File: config.mk
export PLATFORM = sky130hd
export DESIGN_NAME = hart_master_framer
export DESIGN_NICKNAME = d
export VERILOG_FILES = /design/src/hart_char_unit.v /design/src/hart_master_framer.v
export VERILOG_INCLUDE_DIRS = /design/src
export SDC_FILE = /design/constraint.sdc
export NUM_CORES = 1
export LEC_CHECK = 0
export BUFFER_PORTS_ARGS = -buffer_cell sky130_fd_sc_hd__buf_4
export CAP_MARGIN = 20
export CORE_ASPECT_RATIO = 1.25
export CORE_MARGIN = 4
export CORE_UTILIZATION = 50
export CTS_CLUSTER_DIAMETER = 150
export DETAILED_ROUTE_END_ITERATION = 8
export PLACE_DENSITY = 0.77
export SLEW_MARGIN = 20
export SYNTH_ARGS = -nofsm -noshare
export SYNTH_HDL_FRONTEND = slang
export SYNTH_SLANG_ARGS = --single-unit
File: constraint.sdc
create_clock -name clock -period 3.75 [get_ports clock]
set_input_delay 0.375 -clock clock [delete_from_list [all_inputs] [get_ports clock]]
set_output_delay 0.375 -clock clock [all_outputs]
set_load 0.005 [all_outputs]
File: src/hart_consts.vh
// Constants shared by the HART master frame engine and its character unit
`ifndef HART_CONSTS_VH
`define HART_CONSTS_VH

// Timing
`define CLK_HZ 20000000
`define HART_BAUD 1200
// Clock over baud rate, rounded up, sized to the bit counter
`define HART_BIT_CYCLES 15'h411B
`define RSP_TIMEOUT_MS 500
// Response limit in clock cycles, sized to the timer
`define RSP_TIMEOUT_CYCLES 24'h989680

// Character format: start, 8 data, odd parity, stop
`define CHAR_BITS 11

// Frame bytes
`define PREAMBLE_BYTE 8'hFF
`define PREAMBLE_MIN 5'h05
`define PREAMBLE_MAX 5'h14
`define DELIM_SHORT_BURST 8'h01
`define DELIM_SHORT_M2S 8'h02
`define DELIM_SHORT_S2M 8'h06
`define DELIM_LONG_BURST 8'h81
`define DELIM_LONG_M2S 8'h82
`define DELIM_LONG_S2M 8'h86
`define HDR_LEN_SHORT 4'h4
`define HDR_LEN_LONG 4'h8
`define RHDR_LEN_SHORT 4'h3
`define RHDR_LEN_LONG 4'h7

// Completion codes
`define ERR_NONE 3'h0
`define ERR_TIMEOUT 3'h1
`define ERR_DELIM 3'h2
`define ERR_CHECK 3'h3
`define ERR_PARITY 3'h4
`define ERR_PREAMBLE 3'h5

// Channel side
`define SCALE_NONE 5'h00
`define OPEN_LOOP_LIMIT 24'h015F90

`endif

File: src/hart_char_unit.v
// One HART character transmitter and receiver, 11-bit frame with odd parity
`timescale 1ns/1ps
`include "hart_consts.vh"

module hart_char_unit #(
    parameter [14:0] BIT_CYCLES = `HART_BIT_CYCLES
) (
    // Clock and reset
    input wire clock,
    input wire nrst,
    // Transmit side
    input wire txStart,
    input wire [7:0] txByte,
    output wire txBusy,
    output wire txLine,
    // Receive side
    input wire rxLine,
    input wire rxEnable,
    output reg [7:0] rxByte_r,
    output reg rxValid_r,
    output reg rxParityErr_r
);

// ==========================================
// Transmitter
reg [10:0] txShift_r;
reg [3:0] txBits_r;
reg [14:0] txCnt_r;

assign txBusy = (txBits_r != 4'h0);
assign txLine = txShift_r[0];

always @(posedge clock or negedge nrst)
begin
    if (!nrst)
    begin
        txShift_r <= 11'h7FF;
        txBits_r <= 4'h0;
        txCnt_r <= 15'h0000;
    end
    else if (!txBusy)
    begin
        if (txStart)
        begin
            // Stop, odd parity, data LSB first, start
            txShift_r <= {1'b1, ~^txByte, txByte, 1'b0};
            txBits_r <= 4'hB;
            txCnt_r <= BIT_CYCLES - 15'h0001;
        end
    end
    else if (txCnt_r == 15'h0000)
    begin
        txShift_r <= {1'b1, txShift_r[10:1]};
        txBits_r <= txBits_r - 4'h1;
        txCnt_r <= BIT_CYCLES - 15'h0001;
    end
    else
    begin
        txCnt_r <= txCnt_r - 15'h0001;
    end
end

// ==========================================
// Receiver, samples each bit at its middle
reg [9:0] rxShift_r;
reg [3:0] rxBits_r;
reg [14:0] rxCnt_r;

always @(posedge clock or negedge nrst)
begin
    if (!nrst)
    begin
        rxShift_r <= 10'h000;
        rxBits_r <= 4'h0;
        rxCnt_r <= 15'h0000;
        rxByte_r <= 8'h00;
        rxValid_r <= 1'b0;
        rxParityErr_r <= 1'b0;
    end
    else
    begin
        rxValid_r <= 1'b0;
        if (rxBits_r == 4'h0)
        begin
            if (rxEnable && !rxLine)
            begin
                rxBits_r <= 4'hB;
                rxCnt_r <= {1'b0, BIT_CYCLES[14:1]};
            end
        end
        else if (rxCnt_r != 15'h0000)
        begin
            rxCnt_r <= rxCnt_r - 15'h0001;
        end
        else
        begin
            rxCnt_r <= BIT_CYCLES - 15'h0001;
            rxBits_r <= rxBits_r - 4'h1;
            if (rxBits_r == 4'hB)
            begin
                // A glitch that is high again at mid start bit is dropped
                if (rxLine)
                    rxBits_r <= 4'h0;
            end
            else
            begin
                rxShift_r <= {rxLine, rxShift_r[9:1]};
            end
            if (rxBits_r == 4'h1)
            begin
                // rxShift_r now holds data and parity; rxLine is the stop bit
                rxByte_r <= rxShift_r[8:1];
                rxValid_r <= 1'b1;
                rxParityErr_r <= ~(^rxShift_r[9:1]) | ~rxLine;
            end
        end
    end
end

endmodule

File: src/hart_master_framer.v
// HART master frame engine for an eight-channel current-input module
// Behaviour
// Characters run 1200 bps: start, eight data, odd parity, one stop.
// Request order: preamble, delimiter, address, command, byte count, data, check.
// Preamble is five to twenty bytes of 0xFF.
// Address is one byte short-frame, five bytes long-frame.
// Long delimiters: 0x81 burst, 0x82 master-to-slave, 0x86 slave-to-master.
// Short delimiters: 0x01 burst, 0x02 master-to-slave, 0x06 slave-to-master.
// Request byte count equals following data bytes, 0 to 255.
// Response has two-byte response code plus 0 to 253 data bytes.
// Check byte appended on transmit, stripped on receive, never host-visible.
// Check byte is XOR from delimiter to last data; mismatch flags error.
// One shared modem: only one channel active at a time.
// Device answers only after a master request addressed to it.
// Scale code 00 none, 01-29 function number, others treated as 00.
// Current above 9000.0 flags a possibly disconnected device.
`timescale 1ns/1ps
`include "hart_consts.vh"

module hart_master_framer #(
    parameter [14:0] BIT_CYCLES = `HART_BIT_CYCLES,
    parameter [23:0] RSP_TIMEOUT = `RSP_TIMEOUT_CYCLES
) (
    // Clock and reset
    input wire clock,
    input wire nrst,
    // Request fields
    input wire reqStart,
    input wire [2:0] reqChannel,
    input wire [4:0] reqPreamble,
    input wire reqLong,
    input wire [39:0] reqAddr,
    input wire [7:0] reqCommand,
    input wire [7:0] reqByteCount,
    // Request data stream
    input wire [7:0] reqData,
    input wire reqDataValid,
    output wire reqDataReady,
    // Response stream and completion
    output reg [7:0] rspByte_r,
    output reg rspValid_r,
    output reg rspIsData_r,
    output reg done_r,
    output reg [2:0] errCode_r,
    output wire busy,
    // Loop channels
    output wire [7:0] chanTx,
    output wire [7:0] chanTxEn,
    input wire [7:0] chanRx,
    // Per-channel scaling and open-loop detection
    input wire [63:0] scaleCode,
    output reg [39:0] scaleSel_r,
    input wire [191:0] currentIn,
    output reg [7:0] openLoop_r
);

localparam [8:0] S_IDLE = 9'h001;
localparam [8:0] S_PRE = 9'h002;
localparam [8:0] S_HDR = 9'h004;
localparam [8:0] S_DATA = 9'h008;
localparam [8:0] S_CHK = 9'h010;
localparam [8:0] S_WAIT = 9'h020;
localparam [8:0] S_RHDR = 9'h040;
localparam [8:0] S_RDATA = 9'h080;
localparam [8:0] S_RCHK = 9'h100;

reg [8:0] state_r;
reg [2:0] chan_r;
reg [4:0] pre_r;
reg long_r;
reg [39:0] addr_r;
reg [7:0] cmd_r;
reg [7:0] bc_r;
reg [7:0] cnt_r;
reg [7:0] chk_r;
reg [7:0] rbc_r;
reg [23:0] timer_r;
reg txGo_r;
reg [7:0] txByte_r;
reg [7:0] sync1_r;
reg [7:0] sync2_r;
reg [7:0] hdrByte;

wire txBusy;
wire txLine;
wire [7:0] rxByte;
wire rxValid;
wire rxParityErr;
wire canSend = !txBusy && !txGo_r;
wire rxListen = (state_r == S_WAIT || state_r == S_RHDR || state_r == S_RDATA
                 || state_r == S_RCHK) && canSend;
wire [7:0] delimTx = long_r ? `DELIM_LONG_M2S : `DELIM_SHORT_M2S;
wire [7:0] delimRx = long_r ? `DELIM_LONG_S2M : `DELIM_SHORT_S2M;
wire [3:0] hdrLen = long_r ? `HDR_LEN_LONG : `HDR_LEN_SHORT;
wire [3:0] rhdrLen = long_r ? `RHDR_LEN_LONG : `RHDR_LEN_SHORT;
wire preOk = (reqPreamble >= `PREAMBLE_MIN) && (reqPreamble <= `PREAMBLE_MAX);

assign busy = (state_r != S_IDLE);
assign reqDataReady = (state_r == S_DATA) && canSend;

// ==========================================
// Channel mux: only the selected loop drives or is heard
genvar g;
generate
    for (g = 0; g < 8; g = g + 1)
    begin : chan
        assign chanTx[g] = (chan_r == g) ? txLine : 1'b1;
        assign chanTxEn[g] = (chan_r == g) && txBusy;

        always @(posedge clock or negedge nrst)
        begin
            if (!nrst)
            begin
                scaleSel_r[5*g+:5] <= `SCALE_NONE;
                openLoop_r[g] <= 1'b0;
            end
            else
            begin
                // Codes are decimal digits in hex nibbles: 16#17 means function 17
                if (scaleCode[8*g+4+:4] <= 4'h2 && scaleCode[8*g+:4] <= 4'h9
                    && scaleCode[8*g+:8] != 8'h00)
                    // Tens digit is at most 2 here, so ten times it fits in five bits
                    scaleSel_r[5*g+:5] <= {scaleCode[8*g+4+:2], 3'b000}
                        + {2'b00, scaleCode[8*g+4+:2], 1'b0}
                        + {1'b0, scaleCode[8*g+:4]};
                else
                    scaleSel_r[5*g+:5] <= `SCALE_NONE;
                openLoop_r[g] <= (currentIn[24*g+:24] > `OPEN_LOOP_LIMIT);
            end
        end
    end
endgenerate

// Two flops on every loop receive line before the mux
always @(posedge clock or negedge nrst)
begin
    if (!nrst)
    begin
        sync1_r <= 8'hFF;
        sync2_r <= 8'hFF;
    end
    else
    begin
        sync1_r <= chanRx;
        sync2_r <= sync1_r;
    end
end

hart_char_unit #(
    .BIT_CYCLES(BIT_CYCLES)
) charUnit (
    .clock(clock),
    .nrst(nrst),
    .txStart(txGo_r),
    .txByte(txByte_r),
    .txBusy(txBusy),
    .txLine(txLine),
    .rxLine(sync2_r[chan_r]),
    .rxEnable(rxListen),
    .rxByte_r(rxByte),
    .rxValid_r(rxValid),
    .rxParityErr_r(rxParityErr)
);

// ==========================================
// Header byte selection
always @*
begin
    hdrByte = cmd_r;
    if (cnt_r == 8'h00)
        hdrByte = delimTx;
    else if (cnt_r == {4'h0, hdrLen} - 8'h01)
        hdrByte = bc_r;
    else if (cnt_r == {4'h0, hdrLen} - 8'h02)
        hdrByte = cmd_r;
    else if (long_r)
        hdrByte = addr_r[8*(5-cnt_r[2:0])+:8];
    else
        hdrByte = addr_r[7:0];
end

// ==========================================
// Frame sequencer
always @(posedge clock or negedge nrst)
begin
    if (!nrst)
    begin
        state_r <= S_IDLE;
        chan_r <= 3'h0;
        pre_r <= 5'h00;
        long_r <= 1'b0;
        addr_r <= 40'h0000000000;
        cmd_r <= 8'h00;
        bc_r <= 8'h00;
        cnt_r <= 8'h00;
        chk_r <= 8'h00;
        rbc_r <= 8'h00;
        timer_r <= 24'h000000;
        txGo_r <= 1'b0;
        txByte_r <= 8'h00;
        rspByte_r <= 8'h00;
        rspValid_r <= 1'b0;
        rspIsData_r <= 1'b0;
        done_r <= 1'b0;
        errCode_r <= `ERR_NONE;
    end
    else
    begin
        txGo_r <= 1'b0;
        rspValid_r <= 1'b0;
        done_r <= 1'b0;
        if (rxListen)
            timer_r <= timer_r + 24'h000001;
        case (state_r)
            S_IDLE:
            begin
                // One frame at a time; other channels wait their turn
                if (reqStart && !preOk)
                begin
                    done_r <= 1'b1;
                    errCode_r <= `ERR_PREAMBLE;
                end
                else if (reqStart)
                begin
                    chan_r <= reqChannel;
                    pre_r <= reqPreamble;
                    long_r <= reqLong;
                    addr_r <= reqAddr;
                    cmd_r <= reqCommand;
                    bc_r <= reqByteCount;
                    cnt_r <= 8'h00;
                    state_r <= S_PRE;
                end
            end
            S_PRE:
                if (canSend)
                begin
                    txGo_r <= 1'b1;
                    txByte_r <= `PREAMBLE_BYTE;
                    cnt_r <= cnt_r + 8'h01;
                    if (cnt_r == {3'h0, pre_r} - 8'h01)
                    begin
                        cnt_r <= 8'h00;
                        chk_r <= 8'h00;
                        state_r <= S_HDR;
                    end
                end
            S_HDR:
                if (canSend)
                begin
                    txGo_r <= 1'b1;
                    txByte_r <= hdrByte;
                    chk_r <= chk_r ^ hdrByte;
                    cnt_r <= cnt_r + 8'h01;
                    if (cnt_r == {4'h0, hdrLen} - 8'h01)
                    begin
                        cnt_r <= 8'h00;
                        state_r <= (bc_r == 8'h00) ? S_CHK : S_DATA;
                    end
                end
            S_DATA:
                if (canSend && reqDataValid)
                begin
                    txGo_r <= 1'b1;
                    txByte_r <= reqData;
                    chk_r <= chk_r ^ reqData;
                    cnt_r <= cnt_r + 8'h01;
                    if (cnt_r == bc_r - 8'h01)
                        state_r <= S_CHK;
                end
            S_CHK:
                if (canSend)
                begin
                    txGo_r <= 1'b1;
                    txByte_r <= chk_r;
                    timer_r <= 24'h000000;
                    state_r <= S_WAIT;
                end
            default:
            begin
                if (rxValid && rxParityErr)
                begin
                    done_r <= 1'b1;
                    errCode_r <= `ERR_PARITY;
                    state_r <= S_IDLE;
                end
                else if (rxValid)
                begin
                    cnt_r <= cnt_r + 8'h01;
                    chk_r <= chk_r ^ rxByte;
                    if (state_r != S_RCHK && state_r != S_WAIT)
                    begin
                        rspByte_r <= rxByte;
                        rspValid_r <= 1'b1;
                        rspIsData_r <= (state_r == S_RDATA);
                    end
                    if (state_r == S_WAIT && rxByte != `PREAMBLE_BYTE)
                    begin
                        cnt_r <= 8'h00;
                        chk_r <= rxByte;
                        if (rxByte == delimRx)
                            state_r <= S_RHDR;
                        else
                        begin
                            done_r <= 1'b1;
                            errCode_r <= `ERR_DELIM;
                            state_r <= S_IDLE;
                        end
                    end
                    else if (state_r == S_RHDR && cnt_r == {4'h0, rhdrLen} - 8'h01)
                    begin
                        // Byte count covers response code plus data
                        rbc_r <= rxByte;
                        cnt_r <= 8'h00;
                        state_r <= (rxByte == 8'h00) ? S_RCHK : S_RDATA;
                    end
                    else if (state_r == S_RDATA && cnt_r == rbc_r - 8'h01)
                        state_r <= S_RCHK;
                    else if (state_r == S_RCHK)
                    begin
                        // Check byte is consumed here and never forwarded
                        done_r <= 1'b1;
                        errCode_r <= (chk_r == rxByte) ? `ERR_NONE : `ERR_CHECK;
                        state_r <= S_IDLE;
                    end
                end
                else if (timer_r == RSP_TIMEOUT)
                begin
                    done_r <= 1'b1;
                    errCode_r <= `ERR_TIMEOUT;
                    state_r <= S_IDLE;
                end
            end
        endcase
    end
end

endmodule

Word level (Yosys, flattened, before mapping)
Cells that the tools add are included.
{ "totals": {"n_memories": 0, "input_bits": 341, "word_cells": 374, "regBits": 278, "mem_bits_rw": 0, "latchBits": 0, "rom_bits": 0} }
{ "classes": {"bitwise": 16, "n_addsub": 29, "n_lt_le_gt_ge": 27, "mul": 0, "reduce_logical": 83, "shifts": 1, "mux": 122, "div_mod_pow": 0, "eq_ne": 51} }
{ "op_table": {"columns": ["cell", "count"], "rows": [
  ["$mux 8", 28],
  ["$gt 24x17->1 const B", 8],
  ["$mux 9", 17],
  ["$mux 15", 6],
  ["$mux 24", 3],
  ["$reduce_bool 8->1", 9],
  ["$eq 8x8->1", 8],
  ["$pmux 8 s4", 2],
  ["$mux 5", 9],
  ["$pmux 9 s5", 1],
  ["$add 5x3->5", 8],
  ["$add 5x4->5", 8],
  ["$pmux 8 s5", 1],
  ["$shiftx 40x33->8", 1],
  ["$logic_and 1x1->1", 36],
  ["$mux 4", 9],
  ["$mux 11", 3],
  ["$le 4x2->1 const B", 8],
  ["$le 4x4->1 const B", 8],
  ["$mux 3", 10],
  ["$sub 15x1->15 const B", 2],
  ["$mux 1", 27],
  ["$add 24x1->24 const B", 1],
  ["$eq 24x24->1 const B", 1],
  ["other kinds (66)", 115]
]} }

Logic depth before layout (Yosys ltp)
Gate-level depths: netlist of the first run.
{ "depth": {"word_depth": 9, "depth_mapped": 12} }

Hierarchy
Synthesis of the first run repeated with hierarchy kept, for this count alone.
{ "unflattened": {"cells_unflattened": 1517, "hier_area_um2": 15751.4} }
{ "by_module_without_submodules": {"columns": ["module", "seq_area_each_um2", "instances", "area_each_um2", "cells_each"], "rows": [
  ["hart_master_framer", 5251.3, 1, 12100.4, 1183],
  ["hart_char_unit", 1689.1, 1, 3651.0, 334]
]} }

Worst setup path before layout of the first run
Ideal clock, no wire load.
{ "synth_path": {"path_kind": "reg2reg", "start": "reg state_r[6]", "end": "reg chk_r[4]", "arrival_time_ns": 2.948, "setup_slack_ns": 0.660, "setup_ns": 0.142, "t_required_ns": 3.608, "path_stages_with_launch": 11, "period_less_slack_ns": 3.090, "cell_sequence": "dfrtp_1 buf_6 nor4_4 nand2_2 or3_1 buf_2 a2111o_1 or2_1 buf_2 or4_1 o2bb2ai_1"} }
{ "synth_via": {"elab_chain_cells": 6, "elab_cells_between_ends": 20, "classes_between": "eq/ne (11); mux (4); bitwise (1); reduce/logical (4)"} }
{ "synth_lines": {"columns": ["item", "line", "rtl"], "rows": [
  ["from (decl)", "hart_master_framer.v:67", "reg [8:0] state_r;"],
  ["from (signal assigned)", "hart_master_framer.v:258", "state_r <= (bc_r == 8'h00) ? S_CHK : S_DATA;"],
  ["from (signal assigned)", "hart_master_framer.v:315", "state_r <= (rxByte == 8'h00) ? S_RCHK : S_RDATA;"],
  ["$eq 9x6->1", "hart_master_framer.v:297", "if (state_r == S_WAIT && rxByte != `PREAMBLE_BYTE)"],
  ["$logic_and 1x1->1 (no source line)", null, null],
  ["$mux 8", "hart_master_framer.v:297", null],
  ["$mux 8", "hart_master_framer.v:287", "else if (rxValid)"],
  ["$mux 8", "hart_master_framer.v:281", "if (rxValid && rxParityErr)"],
  ["$pmux 8 s4", "hart_master_framer.v:214", "case (state_r)"],
  ["to (signal assigned)", "hart_master_framer.v:253", "chk_r <= chk_r ^ hdrByte;"],
  ["to (signal assigned)", "hart_master_framer.v:290", "chk_r <= chk_r ^ rxByte;"],
  ["to (signal assigned)", "hart_master_framer.v:300", "chk_r <= rxByte;"],
  ["to (decl)", "hart_master_framer.v:75", "reg [7:0] chk_r;"]
]} }
Parallel ways exist; a longest one is shown, timed or not. The select of a mux whose other input is x is not followed.
A chain may end at the register's enable or synchronous reset.

Worst setup path after layout of the first run
{ "layout_path": {"start": "reg state_r[1]", "end": "reg state_r[4]"} }
{ "layout_via": {"elab_chain_cells": 8, "elab_cells_between_ends": 30, "classes_between": "eq/ne (19); mux (6); reduce/logical (5)"} }
{ "layout_lines": {"columns": ["item", "line", "rtl"], "rows": [
  ["$eq 9x8->1", "hart_master_framer.v:317", "else if (state_r == S_RDATA && cnt_r == rbc_r - 8'h01)"],
  ["$logic_and 1x1->1", "hart_master_framer.v:317", null],
  ["$mux 9", "hart_master_framer.v:317", null],
  ["$mux 9", "hart_master_framer.v:310", "else if (state_r == S_RHDR && cnt_r == {4'h0, rhdrLen} - 8'h01)"],
  ["$mux 9", "hart_master_framer.v:297", null],
  ["$mux 9", "hart_master_framer.v:287", null],
  ["$mux 9", "hart_master_framer.v:281", null],
  ["$pmux 9 s5", "hart_master_framer.v:214", null]
]} }
Parallel ways exist; a longest one is shown, timed or not.

==> results.yml, run 1 <==
timing:
  worst_slew_pin_slew_ps: 858
  rsz0062_at_grt: "no"
  finalSetupTns_ps: 0
  setup_viol: 0
  hold_viol: 0
  post-route-min-period_ps: 3230
  fin_ws_ps: 522
  relSlewSlack: 0.422
  fin_skew_ps: 15.6
  maxSlewViolCount: 0
  fmax_mhz: 310
  finalCritPeriodShare: 0.861
placed_design:
  place_congestion: 0.953
  dp_worst_setup_slack_ps: 592
  port_buffers: 420
  hpwlAfterDp_mm: 38.4
setup_path:
  cp.depth: 7
  r2r_cells: 7
  worstReg2RegEnd: "state_r[4]"
  reg2reg_from: "state_r[1]"
  max_stage_delay_ps: 770
  cp.buffers_inverters: 0
  critical_path.endpoint: "state_r[4]"
  crit_required_ps: 4190
  rrSetupSlack_ps: 520
  worstSetupStartpoint: "state_r[1]"
  slowest_stage: "nor4_1"
  start_kind: "flip-flop"
  cp-end-kind: "flip-flop"
  worst_path_dominant_cell_family: "simple AND/OR/NAND/NOR gates"
  cp_cell_sequence: "nor4_1 > nand4_1 > nor2_1 > nor2_1 > nand3_1 > nand3_1 > mux2_2"
  path_class: "flip-flop to flip-flop"
  arrival_ps: 3670
  crit_fanout: 12
cells_and_area:
  fin_nets: 2373
  utilization: 0.673
  area_growth_pct: 33.0
  drive_above_1_share: 0.322
logic_synthesis:
  synth_flop_cell: "dfrtp_1"
  ys_types: 71
  ys_seq_area_frac: 0.455
  syn-num-nets: 1929
  yosysMostFrequentCell: "dfrtp_1"
  yosysTopAreaCell: "dfrtp_1"
  synthTopCellsByCount: "249 x dfrtp_1, 141 x nand2_1, 104 x nor2_1"
  yosys_warnings: 0
  async_reset_ff_frac: 1.00
  synth_area_sq_um: 15200
  synthTopCellsByArea: "dfrtp_1 41%, mux2_2 6.7%, dfstp_2 4.7%"
  synth_edf_count: 0
  syn_avg_cell_area_sq_um: 9.90
  ys_ff_latch: 276
  synth_top_area_frac: 0.409
  synthCells: 1539
global_routing:
  gr-usage-met3: 0.0463
  grt_max_degree: 84
  antenna_found_initial: 4
  use_met2: 0.493
  grt_pass1_vias: 14082
  track_usage: 0.286
  met1_usage: 0.366
  grt_overflow: 0
  busiest_layer: "met2"
  grt_pass1_wl_mm: 75.8
drt:
  wl_per_cell_um: 20.4
  antenna_left: 0
  drt_iter0_markers: 1145
  vias: 14100
  drc: 0
  finalWirelength_mm: 49.0
  viasPerCell: 5.85
  dr.pass1.iters: 7
cts:
  clock-root-buffer: "clkbuf_16"
  cts.sinks: 276
  cts.repair.resized: 0
  cts_tree: "yes"
  cts_buffer_depth: 3
  htreeDepth: 1
  numCtsBuffers: 29
  postCtsSetupBuffers: 0
  cts.clk_slew.worst_paths_ps: 60
  holdBufCountCts: 28
  clk_latency_ps: 570
floorplan:
  pin_count: 421
  rows: 71
  start_util: 0.506
  die_h_um: 203
  die_w_um: 164
  core-area_sq_um: 30100
  dieArea_sq_um: 33400
run_status:
  status: "finished, final reports clean"
worst_hold_path:
  hold_class: "input port to flip-flop"
power_and_ir_drop:
  p_leak_uw: 0.00946
  powerDensity_nw_per_um2: 331
  irDropWorstVdd_mv: 0.357
flow_run:
  max_cap_violations: 0
[logic make-up after synthesis]
kind of cell / after synthesis / share of synthesized area
AND/OR/NAND/NOR: 577 / 0.195
XOR/XNOR: 73 / 0.0419
AO/OA/AOI/OAI: 341 / 0.147
adder cells (fa/ha/maj): 49 / 0.0442
buffers and inverters: 114 / 0.0288
multiplexers: 109 / 0.0873
flip-flops: 276 / 0.455
[sequential cells by signal (all words and copies together) (netlist names), 3 cells and up, named ones only]
signal,count
charUnit.txBits_r,4
rbc_r,8
timer_r,12
pre_r,5
charUnit.rxByte_r,8
rspByte_r,8
charUnit.txCnt_r,15
sync1_r,8
txByte_r,8
state_r,9
chk_r,8
sync2_r,8
charUnit.txShift_r,10
charUnit.rxCnt_r,15
errCode_r,3
bc_r,8
scaleSel_r,40
charUnit.rxBits_r,4
cnt_r,8
openLoop_r,8
charUnit.rxShift_r,9
addr_r,40
cmd_r,8
chan_r,3
[metal layers]
metal / wire [um] / vias up
met5: 21 / -
met4: 1780 / 4
met3: 3780 / 119
met2: 24700 / 600
met1: 18800 / 6827
li1: - / 6550
[worst min-delay path, cell delays in order]
cell     delay, ps
buf_4           70
nor4_1          30
nand3_1         60
[worst min path at each step]
stage	startpoint	end	slack (ps)	cells after the start
floorplan	nrst	async pin	80	0
global placement	sync1_r[3]	sync2_r[3]	350	0
detailed placement	sync1_r[5]	sync2_r[5]	350	0
CTS	currentIn[43]	openLoop_r[1]	0.02	3
global route	scaleCode[54]	scaleSel_r[33]	4	2
finish	currentIn[17]	openLoop_r[0]	20	3
[report_power, final]
group / internal [uW] / total (uW) / switching, uW
clock network: 1830 / 3090 / 1260
logic: 347 / 592 / 245
registers: 3010 / 3020 / 13.2
total: 5190 / 6700 / 1520
[stage by stage]
stage	total power [uW]	std cells	cell area, sq um	hold WS (ps)
after floorplan	3200	1539	15200	79.4
after global placement	3630	2325	19000	347
after detailed placement	3650	2325	19000	347
after CTS	6750	2407	20300	0.0216
after global routing	6920	2407	20300	4.21
final	6700	2410	20300	17.6
[final cells by class]
cell class	instances	area, sq um
Fill cell	2379	9850
Multi-Input combinational cell	1149	7880
Sequential cell	276	6940
Timing Repair Buffer	480	3730
Clock buffer	38	820
Tap cell	401	502
Clock inverter	16	209
Inverter	47	176
Antenna cell	3	7.51
[placed cells by master, fill, tap and decap left out, types with 25 or more instances in the layout]
cell type      synthesis  final
a21oi_1               54     54
a31oi_1               30     30
and2_1                39     39
buf_4                  0    447
clkbuf_16              0     29
dfrtp_1              249    249
dfstp_2               27     27
dlygate4sd3_1          0     28
ha_1                  41     41
inv_1                 46     46
mux2_2                91     91
nand2_1              141    141
nand2b_1              25     25
nand3_1               43     43
nand4_1               26     26
nor2_1               104    103
nor3_1                60     60
nor4_1                35     34
o21ai_0               91     91
o31ai_1               26     26
xnor2_1               53     53
Power figures use the tool's default switching activity.
==> run 2: changes to the inputs <==
--- a/config.mk
+++ b/config.mk
@@ -9,8 +9,8 @@
 export BUFFER_PORTS_ARGS = -buffer_cell sky130_fd_sc_hd__buf_4
 export CAP_MARGIN = 20
 export CORE_ASPECT_RATIO = 1.25
-export CORE_MARGIN = 4
 export CORE_UTILIZATION = 50
+export CTS_BUF_LIST = sky130_fd_sc_hd__clkbuf_4
 export CTS_CLUSTER_DIAMETER = 150
 export DETAILED_ROUTE_END_ITERATION = 8
 export PLACE_DENSITY = 0.77
==> results.yml, run 2 (synthesis gave the netlist of run 1 again) <==
drt:
  topRoutingLayerUsed: "met5"
  drt_iter0_markers: 1171
  viasPerCell: 5.83
  drt-met1-wl_mm: 20.0
  antenna_left: 0
  wl_per_cell_um: 20.0
  vias: 15117
  dr.pass1.iters: 5
  finalWirelength_mm: 51.8
  drc: 0
  dr_wl_met2_mm: 26.1
  wl_met3_mm: 3.81
setup_path:
  slowest_stage: "nor2_1"
  crit_fanout: 10
  max_stage_delay_ps: 540
  cp_cell_sequence: "nor4_4 > buf_4 > nand2_2 > or3_1 > a2111o_1 > nor2_1 > o2111a_1 > a211oi_1"
  worst_path_dominant_cell_family: "simple AND/OR/NAND/NOR gates"
  start_kind: "flip-flop"
  path_class: "flip-flop to flip-flop"
  arrival_ps: 3640
  cp-end-kind: "flip-flop"
  crit_required_ps: 4310
  cp.buffers_inverters: 1
timing:
  worst_slew_pin_slew_ps: 1050
  setup_viol: 0
  rsz0062_at_grt: "no"
  post-route-min-period_ps: 3080
  fin_ws_ps: 668
  fin_skew_ps: 40.0
  finalCritPeriodShare: 0.822
  finalSetupTns_ps: 0
  relSlewSlack: 0.294
  fmax_mhz: 325
  hold_viol: 0
  maxSlewViolCount: 0
power_and_ir_drop:
  pwr-share-comb: 0.110
  p_leak_uw: 0.00996
  clkPwrFrac: 0.418
  power.internal_uw: 4870
  p_sw_uw: 1540
  irDropWorstVdd_mv: 0.223
  pwr-share-seq: 0.471
  switching_share: 0.241
  total_power_uw: 6420
  powerDensity_nw_per_um2: 302
run_status:
  status: "finished, final reports clean"
cts:
  cts.clk_slew.worst_paths_ps: 60
  cts_buffer_depth: 3
  postCtsSetupBuffers: 0
  cts.sinks: 276
  cts_tree: "yes"
  clock-root-buffer: "clkbuf_4"
  htreeDepth: 3
  numCtsBuffers: 71
  clk_latency_ps: 730
floorplan:
  die_h_um: 197
  die_w_um: 158
  pin_count: 421
  dieArea_sq_um: 31200
  rows: 71
  start_util: 0.508
  core-area_sq_um: 30000
global_routing:
  grt_pass1_wl_mm: 79.7
  grt_pass1_vias: 15342
  antenna_found_initial: 4
  grt_max_degree: 135
  track_usage: 0.333
  grt_overflow: 0
cells_and_area:
  area_growth_pct: 39.6
  drive_above_1_share: 0.322
  fillCellCount: 2233
  layout_commonest_cell: "buf_4"
  final_cell_area_sq_um: 21300
  fin_nets: 2527
  reg_top3: "addr_r (40), scaleSel_r (40)"
  final_cell_mix: "444 x buf_4, 249 x dfrtp_1, 144 x dlygate4sd3_1"
placed_design:
  place_congestion: 0.975
  dp_worst_setup_slack_ps: 771
  hpwlAfterDp_mm: 37.4
  placedInstanceArea_sq_um: 18900
  port_buffers: 420
flow_run:
  max_cap_violations: 0
worst_hold_path:
  hold_class: "input port to flip-flop"
==> run 2: cell types whose count changed in the layout (fill, tap and decap cells not counted), moves of 2 or more <==
cell / delta
diode_2: +3
clkbuf_16: -29
inv_6: -2
clkinv_2: -7
clkinv_1: +8
clkbuf_8: -6
clkbuf_4: +108
dlygate4sd3_1: +116
bufinv_16: -2
buf_4: -3
clkbuf_1: -3
==> run 2: area by class of cell <==
type	count	area, sq um	share of cell area
diodes	6	15.0	0.000705
clock buffers	108	811	0.0381
clock inverters	13	109	0.00511
inverters	47	176	0.00829
multi-input cells	1149	7880	0.370
flip-flops and latches	276	6940	0.326
well taps	401	502	0.0236
repair buffers	592	4850	0.228
==> run 2: per-layer routing <==
layer,up-vias,track usage
li1,6877,-
met1,7419,0.406
met2,677,0.564
met3,142,0.0722
met4,2,0.140
met5,-,0
==> run 2: timing repair <==
| action | 4_1_cts | 5_1_grt |
|---|---|---|
| gates resized for setup | 0 | 0 |
| hold buffers | 144 | 0 |
| hold endpoints to repair | 182 | 0 |
==> run 2: worst reg2reg max path, delay by kind of cell, from the launching register on <==
family | cells | cell delay (ps)
buf+inv | 1 | 200
simple gates | 4 | 1400
flops | 1 | 460
compound gates | 3 | 860
==> run 2: worst paths after layout <==
kind                          startpoint                   to  slack (ps)  cells after the start
setup reg to reg              state_r[7]             chk_r[7]         670                      8
max in group asynchronous           nrst  charUnit.rxCnt_r[0]        2440                      3
hold reg to reg               sync1_r[5]           sync2_r[5]         350                      0
min in group asynchronous           nrst  charUnit.txCnt_r[4]         230                      2
hold / removal             scaleCode[52]       scaleSel_r[31]          30                      3
setup / recovery              state_r[7]             chk_r[7]         670                      8
==> run 2: power groups by stage <==
stage / registers (uW) / clock network [uW] / logic (uW)
6_report: 3020 / 2690 / 709
5_1_grt: 3020 / 2880 / 759
2_1_floorplan: 3080 / 0 / 123
4_1_cts: 3020 / 2720 / 690
3_3_place_gp: 3080 / 0 / 558
3_5_place_dp: 3080 / 0 / 575
==> run 2: through the flow <==
step / hold WS, ps / std cells / util
final: 28.9 / 2592 / 0.709
after global routing: 16.9 / 2589 / 0.709
after CTS: 0.667 / 2586 / 0.708
after detailed placement: 347 / 2321 / 0.630
after global placement: 346 / 2321 / 0.630
after floorplan: 79.4 / 1539 / -
